===== src/uart_isr_lcr_consts.svh =====
`ifndef UART_ISR_LCR_CONSTS_SVH
`define UART_ISR_LCR_CONSTS_SVH
// ------------------------------------------------------------
// register offsets
// ------------------------------------------------------------
`define OFS_STATUS 3'h2
`define OFS_FIFO_CTRL 3'h2
`define OFS_ENH 3'h2
`define OFS_LINE_FMT 3'h3
// ------------------------------------------------------------
// field positions and resets
// ------------------------------------------------------------
`define FMT_DIV_ACCESS 7
`define FMT_BREAK 6
`define FMT_STICK 5
`define FMT_EVEN 4
`define FMT_PAR_EN 3
`define FMT_STOP 2
`define FMT_LEN_HI 1
`define FMT_LEN_LO 0
`define FIFO_CTRL_EN 0
`define ENH_FEATURE_BIT 4
`define FMT_RESET 8'h00
`define FIFO_EN_RESET 1'b0
`define TX_IDLE 1'b1
`define WORD_BITS_MIN 4'h5
`define STATUS_IDLE 8'h01
// ------------------------------------------------------------
// interrupt codes, bits 5:0
// ------------------------------------------------------------
`define CODE_LINE 6'h06
`define CODE_RX_DATA 6'h04
`define CODE_RXTO 6'h0C
`define CODE_THRE 6'h02
`define CODE_MODEM 6'h00
`define CODE_XOFF 6'h10
`define CODE_FLOW 6'h20
`endif


===== src/uart_isr_lcr_pkg.sv =====
package uart_isr_lcr_pkg;
  typedef enum logic [4:0] {
    PAR_NONE = 5'h01,
    PAR_ODD = 5'h02,
    PAR_EVEN = 5'h04,
    PAR_ONE = 5'h08,
    PAR_ZERO = 5'h10
  } parity_t;

  typedef struct packed {
    logic line_err;
    logic rx_ready;
    logic rx_timeout;
    logic thr_empty;
    logic modem_chg;
    logic xoff_det;
    logic xon_det;
    logic flow_chg;
  } irq_src_t;

  typedef struct packed {
    logic [1:0] cs;
    logic rd;
    logic wr;
    logic [2:0] addr;
    logic [7:0] wdata;
  } host_req_t;

  typedef struct packed {
    logic [7:0] line_fmt;
    logic fifo_en;
    logic enh;
    logic xoff;
    logic flow;
    logic tx;
    logic [3:0] word_bits;
    logic stop_half;
    logic stop_two;
    parity_t parity;
  } chan_t;

  typedef struct packed {
    chan_t [1:0] ch;
    logic [7:0] rdata;
  } state_t;
endpackage


===== src/uart_isr_lcr.sv =====
`timescale 1ns/1ps
`default_nettype none
`include "uart_isr_lcr_consts.svh"
module uart_isr_lcr (
  input wire logic i_ref_clk,
  input wire logic i_rst,
  input wire logic i_ce,
  input wire uart_isr_lcr_pkg::host_req_t i_host,
  input wire uart_isr_lcr_pkg::irq_src_t [1:0] i_src,
  input wire logic [1:0] i_tx_serial,
  output logic [7:0] o_rdata,
  output logic [1:0] o_tx,
  output logic [1:0][3:0] o_word_bits,
  output logic [1:0] o_stop_half,
  output logic [1:0] o_stop_two,
  output var uart_isr_lcr_pkg::parity_t [1:0] o_parity,
  output logic [1:0] o_fifo_en,
  output logic [1:0] o_divisor_access
);

  // ------------------------------------------------------------
  // host decode
  // ------------------------------------------------------------
  // both selects high reach channel 0 only, so one access never lands twice
  function automatic logic chan_hit(input logic [1:0] cs, input int c);
    logic hit;
    hit = 1'b0;
    if (c == 0) begin
      hit = cs[0];
    end else begin
      hit = cs[1] && !cs[0];
    end
    return hit;
  endfunction

  // offset 2 is shared: status and fifo control while bit 7 is clear
  function automatic logic at_status(input logic [2:0] addr, input logic [7:0] fmt);
    logic hit;
    hit = 1'b0;
    if (addr == `OFS_STATUS && !fmt[`FMT_DIV_ACCESS]) begin
      hit = 1'b1;
    end
    return hit;
  endfunction

  // the same offset reaches the enhanced register while bit 7 is set
  function automatic logic at_enh(input logic [2:0] addr, input logic [7:0] fmt);
    logic hit;
    hit = 1'b0;
    if (addr == `OFS_ENH && fmt[`FMT_DIV_ACCESS]) begin
      hit = 1'b1;
    end
    return hit;
  endfunction

  function automatic logic at_fifo_ctrl(input logic [2:0] addr, input logic [7:0] fmt);
    logic hit;
    hit = 1'b0;
    if (addr == `OFS_FIFO_CTRL && !fmt[`FMT_DIV_ACCESS]) begin
      hit = 1'b1;
    end
    return hit;
  endfunction

  function automatic logic at_line_fmt(input logic [2:0] addr);
    logic hit;
    hit = 1'b0;
    if (addr == `OFS_LINE_FMT) begin
      hit = 1'b1;
    end
    return hit;
  endfunction

  // ------------------------------------------------------------
  // priority encoder
  // ------------------------------------------------------------
  // bit 6 flags pending; only the winner is shown so software services one at a time
  function automatic logic [6:0] pick_code(input uart_isr_lcr_pkg::irq_src_t s, input logic xoff,
                                           input logic flow, input logic enh);
    logic [6:0] code;
    code = 7'h00;
    if (s.line_err) begin
      code = {1'b1, `CODE_LINE};
    end else if (s.rx_timeout) begin
      code = {1'b1, `CODE_RXTO};
    end else if (s.rx_ready) begin
      code = {1'b1, `CODE_RX_DATA};
    end else if (s.thr_empty) begin
      code = {1'b1, `CODE_THRE};
    end else if (s.modem_chg) begin
      code = {1'b1, `CODE_MODEM};
    end else if (enh && xoff) begin
      code = {1'b1, `CODE_XOFF};
    end else if (enh && flow) begin
      code = {1'b1, `CODE_FLOW};
    end
    return code;
  endfunction

  // top pair mirrors the fifo enable; bit 0 reads high only when nothing is pending
  function automatic logic [7:0] status_byte(input logic [6:0] code, input logic fifo_en);
    logic [7:0] b;
    b = {{2{fifo_en}}, code[5:0]};
    if (!code[6]) begin
      b = b | `STATUS_IDLE;
    end
    return b;
  endfunction

  // xon clears the xoff flag, but a fresh xoff in the same cycle wins
  function automatic logic next_xoff(input logic cur, input uart_isr_lcr_pkg::irq_src_t s);
    logic f;
    f = cur;
    if (s.xon_det) begin
      f = 1'b0;
    end
    if (s.xoff_det) begin
      f = 1'b1;
    end
    return f;
  endfunction

  // the status read that reports a flow change services it; a new change wins
  function automatic logic next_flow(input logic cur, input uart_isr_lcr_pkg::irq_src_t s, input logic seen);
    logic f;
    f = cur;
    if (seen) begin
      f = 1'b0;
    end
    if (s.flow_chg) begin
      f = 1'b1;
    end
    return f;
  endfunction

  // ------------------------------------------------------------
  // line format decode
  // ------------------------------------------------------------
  function automatic logic [3:0] fmt_word_bits(input logic [7:0] fmt);
    logic [3:0] n;
    n = `WORD_BITS_MIN + {2'h0, fmt[`FMT_LEN_HI:`FMT_LEN_LO]};
    return n;
  endfunction

  // a 5-bit character gets one and a half stop bits instead of two
  function automatic logic fmt_stop_half(input logic [7:0] fmt);
    logic r;
    r = fmt[`FMT_STOP] && fmt[`FMT_LEN_HI:`FMT_LEN_LO] == 2'h0;
    return r;
  endfunction

  function automatic logic fmt_stop_two(input logic [7:0] fmt);
    logic r;
    r = fmt[`FMT_STOP] && fmt[`FMT_LEN_HI:`FMT_LEN_LO] != 2'h0;
    return r;
  endfunction

  // 001 stays odd parity; force-one takes 101 so the two never overlap
  function automatic uart_isr_lcr_pkg::parity_t decode_parity(input logic [7:0] fmt);
    uart_isr_lcr_pkg::parity_t p;
    p = uart_isr_lcr_pkg::PAR_NONE;
    if (!fmt[`FMT_PAR_EN]) begin
      p = uart_isr_lcr_pkg::PAR_NONE;
    end else if (!fmt[`FMT_EVEN] && !fmt[`FMT_STICK]) begin
      p = uart_isr_lcr_pkg::PAR_ODD;
    end else if (!fmt[`FMT_EVEN]) begin
      p = uart_isr_lcr_pkg::PAR_ONE;
    end else if (!fmt[`FMT_STICK]) begin
      p = uart_isr_lcr_pkg::PAR_EVEN;
    end else begin
      p = uart_isr_lcr_pkg::PAR_ZERO;
    end
    return p;
  endfunction

  // break overrides serial data and holds until software clears the bit
  function automatic logic tx_level(input logic serial, input logic [7:0] fmt);
    logic lvl;
    lvl = serial;
    if (fmt[`FMT_BREAK]) begin
      lvl = 1'b0;
    end
    return lvl;
  endfunction

  // ------------------------------------------------------------
  // register access
  // ------------------------------------------------------------
  // unmapped offsets read zero; there is no error indication on the host side
  function automatic logic [7:0] read_mux(input logic [2:0] addr, input uart_isr_lcr_pkg::chan_t ch,
                                          input logic [6:0] code);
    logic [7:0] b;
    b = 8'h00;
    if (at_line_fmt(addr)) begin
      b = ch.line_fmt;
    end else if (at_enh(addr, ch.line_fmt)) begin
      b = {3'h0, ch.enh, 4'h0};
    end else if (at_status(addr, ch.line_fmt)) begin
      b = status_byte(code, ch.fifo_en);
    end
    return b;
  endfunction

  // the enhanced register hides behind bit 7, so a cleared bit 7 lands on fifo control
  function automatic uart_isr_lcr_pkg::chan_t write_reg(input uart_isr_lcr_pkg::chan_t ch,
                                                        input logic [2:0] addr, input logic [7:0] wdata);
    uart_isr_lcr_pkg::chan_t n;
    n = ch;
    if (at_line_fmt(addr)) begin
      n.line_fmt = wdata;
    end else if (at_enh(addr, ch.line_fmt)) begin
      n.enh = wdata[`ENH_FEATURE_BIT];
    end else if (at_fifo_ctrl(addr, ch.line_fmt)) begin
      n.fifo_en = wdata[`FIFO_CTRL_EN];
    end
    return n;
  endfunction

  // format outputs follow the register on the same edge as the write, decoded from the new value
  function automatic uart_isr_lcr_pkg::chan_t drive_format(input uart_isr_lcr_pkg::chan_t ch,
                                                           input logic serial);
    uart_isr_lcr_pkg::chan_t n;
    n = ch;
    n.tx = tx_level(serial, ch.line_fmt);
    n.word_bits = fmt_word_bits(ch.line_fmt);
    n.stop_half = fmt_stop_half(ch.line_fmt);
    n.stop_two = fmt_stop_two(ch.line_fmt);
    n.parity = decode_parity(ch.line_fmt);
    return n;
  endfunction

  // ------------------------------------------------------------
  // state
  // ------------------------------------------------------------
  uart_isr_lcr_pkg::state_t s_q;
  uart_isr_lcr_pkg::state_t s_d;

  always_comb begin
    logic [6:0] code;
    logic sel;
    logic seen;
    code = 7'h00;
    sel = 1'b0;
    seen = 1'b0;
    s_d = s_q;
    // read data stands one cycle, then falls back to zero
    s_d.rdata = 8'h00;
    for (int c = 0; c < 2; c++) begin
      sel = chan_hit(i_host.cs, c);
      code = pick_code(i_src[c], s_q.ch[c].xoff, s_q.ch[c].flow, s_q.ch[c].enh);
      seen = sel && i_host.rd && at_status(i_host.addr, s_q.ch[c].line_fmt) && code == {1'b1, `CODE_FLOW};
      s_d.ch[c].xoff = next_xoff(s_q.ch[c].xoff, i_src[c]);
      s_d.ch[c].flow = next_flow(s_q.ch[c].flow, i_src[c], seen);
      if (sel && i_host.rd) begin
        s_d.rdata = read_mux(i_host.addr, s_q.ch[c], code);
      end
      if (sel && i_host.wr) begin
        s_d.ch[c] = write_reg(s_d.ch[c], i_host.addr, i_host.wdata);
      end
      s_d.ch[c] = drive_format(s_d.ch[c], i_tx_serial[c]);
    end
  end

  always_ff @(posedge i_ref_clk) begin
    if (i_rst) begin
      for (int c = 0; c < 2; c++) begin
        s_q.ch[c].line_fmt <= `FMT_RESET;
        s_q.ch[c].fifo_en <= `FIFO_EN_RESET;
        s_q.ch[c].enh <= 1'b0;
        s_q.ch[c].xoff <= 1'b0;
        s_q.ch[c].flow <= 1'b0;
        s_q.ch[c].tx <= `TX_IDLE;
        s_q.ch[c].word_bits <= `WORD_BITS_MIN;
        s_q.ch[c].stop_half <= 1'b0;
        s_q.ch[c].stop_two <= 1'b0;
        s_q.ch[c].parity <= uart_isr_lcr_pkg::PAR_NONE;
      end
      s_q.rdata <= 8'h00;
    end else if (i_ce) begin
      // a low enable freezes every flag and register, host strobes included
      s_q <= s_d;
    end
  end

  // ------------------------------------------------------------
  // outputs
  // ------------------------------------------------------------
  // every output is a register bit, never a path through the decode
  assign o_rdata = s_q.rdata;

  for (genvar c = 0; c < 2; c++) begin : g_out
    assign o_tx[c] = s_q.ch[c].tx;
    assign o_word_bits[c] = s_q.ch[c].word_bits;
    assign o_stop_half[c] = s_q.ch[c].stop_half;
    assign o_stop_two[c] = s_q.ch[c].stop_two;
    assign o_parity[c] = s_q.ch[c].parity;
    assign o_fifo_en[c] = s_q.ch[c].fifo_en;
    assign o_divisor_access[c] = s_q.ch[c].line_fmt[`FMT_DIV_ACCESS];
  end

endmodule // uart_isr_lcr
`default_nettype wire


===== config.mk =====
export PLATFORM = sky130hd
export DESIGN_NAME = uart_isr_lcr
export DESIGN_NICKNAME = d
export VERILOG_FILES = /design/src/uart_isr_lcr_pkg.sv /design/src/uart_isr_lcr.sv
export VERILOG_INCLUDE_DIRS = /design/src
export SDC_FILE = /design/constraint.sdc
export NUM_CORES = 1
export LEC_CHECK = 0
export BUFFER_PORTS_ARGS = -buffer_cell sky130_fd_sc_hd__buf_2
export CAP_MARGIN = 20
export CORE_MARGIN = 10
export CORE_UTILIZATION = 31
export CTS_CLUSTER_DIAMETER = 50
export DETAILED_ROUTE_END_ITERATION = 6
export GPL_TIMING_DRIVEN = 0
export PLACE_DENSITY = 0.54
export SLEW_MARGIN = 10
export SYNTH_ARGS = -nofsm -noshare
export SYNTH_HDL_FRONTEND = slang
export SYNTH_SLANG_ARGS = --single-unit

===== constraint.sdc =====
create_clock -name i_ref_clk -period 3.2 [get_ports i_ref_clk]
set_input_delay 0.8 -clock i_ref_clk [delete_from_list [all_inputs] [get_ports i_ref_clk]]
set_output_delay 0.8 -clock i_ref_clk [all_outputs]
set_load 0.01 [all_outputs]

==> run summary <==
Master cell of the clock root buffer: sky130_fd_sc_hd__clkbuf_8. The die outline width was 120 um; the ratio of total power to cell area was 385 nW/um2. Number of hold-repair buffers added at the cts stage: 0.

VDD sags by at most 0.195 mV. Most frequently used flop master after synthesis: sky130_fd_sc_hd__dfxtp_1. The row count is 36. In this run switching power makes up 26.4% of total power. The flow ran to the end, and the final reports show no timing, DRC or antenna violations. The routed design has 9870 um of wire. Using the TritonRoute via totals, the vias-per-cell ratio works out to 5.01.

The antenna diode instance count was 0. Synthesized area per cell: 8.59 um2. The worst setup slack after layout is 0.749 ns, and the weighted congestion at the end of routability-driven global placement is 0.914. For this run, the register share of the synthesized area comes to 36.3%. The starting utilization of the core area came out at 31.7%. The classification of the worst-slack hold path is register to register.

For this run, the total global-route usage over all layers was measured as 13.5%. The total via count in the routed design is 2856. The combined flip-flop and latch cell area came out at 1120 um2. Across all register-to-register paths, the minimum setup slack is 1.36 ns.

The clock drives 56 sinks. The cell area after synthesis came out at 3080 um2. The number of fill cells is 1054.

The number of cell instances on the worst register-to-register path was 4. The largest driver fanout on the critical path works out to 10. The longest clock path from root to sink contains 2 buffers. The routed length per instance is 17.3 um, and the number of cells upsized or downsized after cts is 0. The post-route netlist has 31.6% of its cells at a drive strength greater than 1. The count of flip-flops with a built-in enable after synthesis is 0. The tools report the sort of element at the start of the critical path as an input port.

The number of optimization iterations in the first detailed-route pass came out at 5. The routed design could run at a clock period as short as 2.45 ns. Clock latency on the worst-skew pair, taken at its later pin, is 0.31 ns. The total of flip-flops plus latches after synthesis is 56, and the clock transition at the registers of the reported paths is 0.11 ns.

The worst pin sits at a relative slew slack of 49.0%. The first routing iteration left 244 violations. For the area of the core, the log shows 9730 um2.

For the combinational share of power, the log shows 13.6%. The final number of hold-violating endpoints came out at 0. The first global-routing pass estimated 15600 um of wire. In this run, the clock network consumes 35.3% of the power. For this run, asynchronously set or reset flops after synthesis account for 0%.

The run gives 2.64 ns as the data arrival time of the worst path. The worst setup slack before clock tree synthesis came out at 0.465 ns. The static leakage was 1.66 nW. Entering global routing, the biggest net connects 18 pins. The run gives 2902 as the number of global-route vias before repair. The run gives 5 as the TritonCTS buffer count. The tool flagged a number of max-cap violations equal to 0. The number of antenna-violating nets in the routed design was 0; the total setup violations reported at the end of the flow was 0.

The area growth from synthesis to final layout is 20.7%. The library cell used most frequently in the layout, excluding fill and tap cells, is sky130_fd_sc_hd__buf_2. At the worst endpoint, the required time is 3.39 ns. The depth of the worst hold-timing path came out at 2. Type of the setup path with the least slack: input port to register. Dividing the final minimum period by the clock period gives 76.6%. Summed over all nets, the half-perimeter wirelength after detailed placement is 7590 um. The total die area came out at 14300 um2. Setup repair after global routing left no endpoint under its margin. The switching power was 0.379 mW. Adding up every negative setup slack in the final design gives 0 ns.

By area the synthesized netlist is led by sky130_fd_sc_hd__dfxtp_1, sky130_fd_sc_hd__buf_4, sky130_fd_sc_hd__mux2i_1. The sequential cell fraction of total power is 51.2%. Synthesis handed over a netlist of 359 instances.

The total of warnings raised by yosys is 0. For the final database, setup skew stands at 0.00536 ns. TritonCTS built the clock tree. CTS built an H-tree with a depth of 2. In this run, distinct cell masters in the synthesized netlist total 58. STA classifies the critical path endpoint as a register. Synthesis produced a netlist with a net count of 399. The total grt overflow is 0. The biggest area contributor in the post-synthesis netlist is sky130_fd_sc_hd__dfxtp_1.

The number of buffers added for setup after CTS was 0; the design internal power was 1.05 mW. The vertical extent of the die was 120 um; the maximum achievable frequency was 408 MHz. During placement, the flow inserted port buffers numbering 70. The I/O pin total is 72.

In the final layout, the multi-input gates occupy 1580 um2. In the layout the commonest cells are sky130_fd_sc_hd__buf_2, sky130_fd_sc_hd__dfxtp_1, sky130_fd_sc_hd__nand2_1, sky130_fd_sc_hd__buf_4, sky130_fd_sc_hd__nor2_1. The initial antenna violation count came out at 0. The net count of the finished layout is 476. The max-slew violation total from the final report came out at 0. Summed over its instances, the top area cell type makes up 36.3% of the synthesized netlist area. Slew at the pin with the worst max-slew slack: 0.755 ns. After detailed routing, the number of remaining DRC violations is 0.
[sequential cells by signal, indices dropped and copies added (netlist names)]
register and flops:
o_tx 2, o_stop_half 2, s_q 20, o_fifo_en 2
o_divisor_access 2, o_rdata 8, o_stop_two 2, o_word_bits 8
o_parity 10
[kinds of logic after synthesis]
family	share of synthesized area [%]
simple gates	23.5
compound gates	16.2
buf+inv	12.4
flops	36.3
mux	9.98
fa+ha+maj	1.62
[path summary, 6_finish.rpt]
check                                         start              to
worst max-delay path                     i_host[13]  o_word_bits[1]
worst min-delay path                    o_parity[3]     o_parity[3]
worst max register to register  o_divisor_access[0]      o_rdata[3]
worst min register to register          o_parity[3]     o_parity[3]
[cell type report]
cell class | count | share of cell area, %
repair buffers | 70 | 9.41
clock buffers | 6 | 2.22
inverters | 7 | 0.706
multi-input cells | 241 | 42.5
clock inverters | 2 | 1.04
flip-flops and latches | 56 | 30.1
plain buffers | 55 | 9.55
well taps | 133 | 4.47
[per-layer routing]
layer,part of all wire (%),track usage (%),vias up
met5,0,0,-
met4,1.3,3.39,0
met3,6.5,2.95,8
met2,46,22.0,95
met1,46,17.6,1329
li1,-,-,1424
[power groups by stage]
stage | Combinational, mW | Sequential (mW) | Clock [mW]
after floorplan | 0.116 | 0.743 | 0
after global placement | 0.190 | 0.749 | 0
after detailed placement | 0.193 | 0.749 | 0
after CTS | 0.195 | 0.733 | 0.512
after global routing | 0.216 | 0.736 | 0.541
final | 0.194 | 0.734 | 0.505
[Yosys cell counts, types with 4 or more instances]
master and number:
sky130_fd_sc_hd__a22oi_1 5, sky130_fd_sc_hd__buf_2 5, sky130_fd_sc_hd__nor3b_1 8, sky130_fd_sc_hd__nand4_1 7
sky130_fd_sc_hd__nand3_1 11, sky130_fd_sc_hd__nor3_1 5, sky130_fd_sc_hd__buf_4 36, sky130_fd_sc_hd__dfxtp_1 56
sky130_fd_sc_hd__a31oi_1 5, sky130_fd_sc_hd__ha_1 4, sky130_fd_sc_hd__buf_1 4, sky130_fd_sc_hd__nand2_1 39
sky130_fd_sc_hd__mux2i_1 24, sky130_fd_sc_hd__inv_1 6, sky130_fd_sc_hd__o21ai_0 11, sky130_fd_sc_hd__a211oi_1 11
sky130_fd_sc_hd__nor2_1 32, sky130_fd_sc_hd__o41ai_1 6, sky130_fd_sc_hd__clkbuf_1 9, sky130_fd_sc_hd__mux2_2 6
sky130_fd_sc_hd__a21oi_1 18
[worst max-delay path, cell delays in order]
cell                       delay [ns]
sky130_fd_sc_hd__buf_2           0.11
sky130_fd_sc_hd__clkbuf_1        0.36
sky130_fd_sc_hd__nand2_2         0.32
sky130_fd_sc_hd__mux2i_1         0.46
sky130_fd_sc_hd__inv_1           0.09
sky130_fd_sc_hd__ha_1            0.30
sky130_fd_sc_hd__mux2i_1         0.14
sky130_fd_sc_hd__nor2_1          0.05
[through the flow]
step                      area, um2  hold slack, ns  cells  power, mW  util [%]
after global placement         3600           0.455    562      0.939      37.0
after global routing           3720           0.486    570       1.49      38.3
after floorplan                3080           0.441    359      0.859         -
after detailed placement       3600           0.457    562      0.943      37.0
final                          3720           0.469    570       1.43      38.3
after CTS                      3720           0.473    570       1.44      38.3
(Power assumes the default switching activity.)
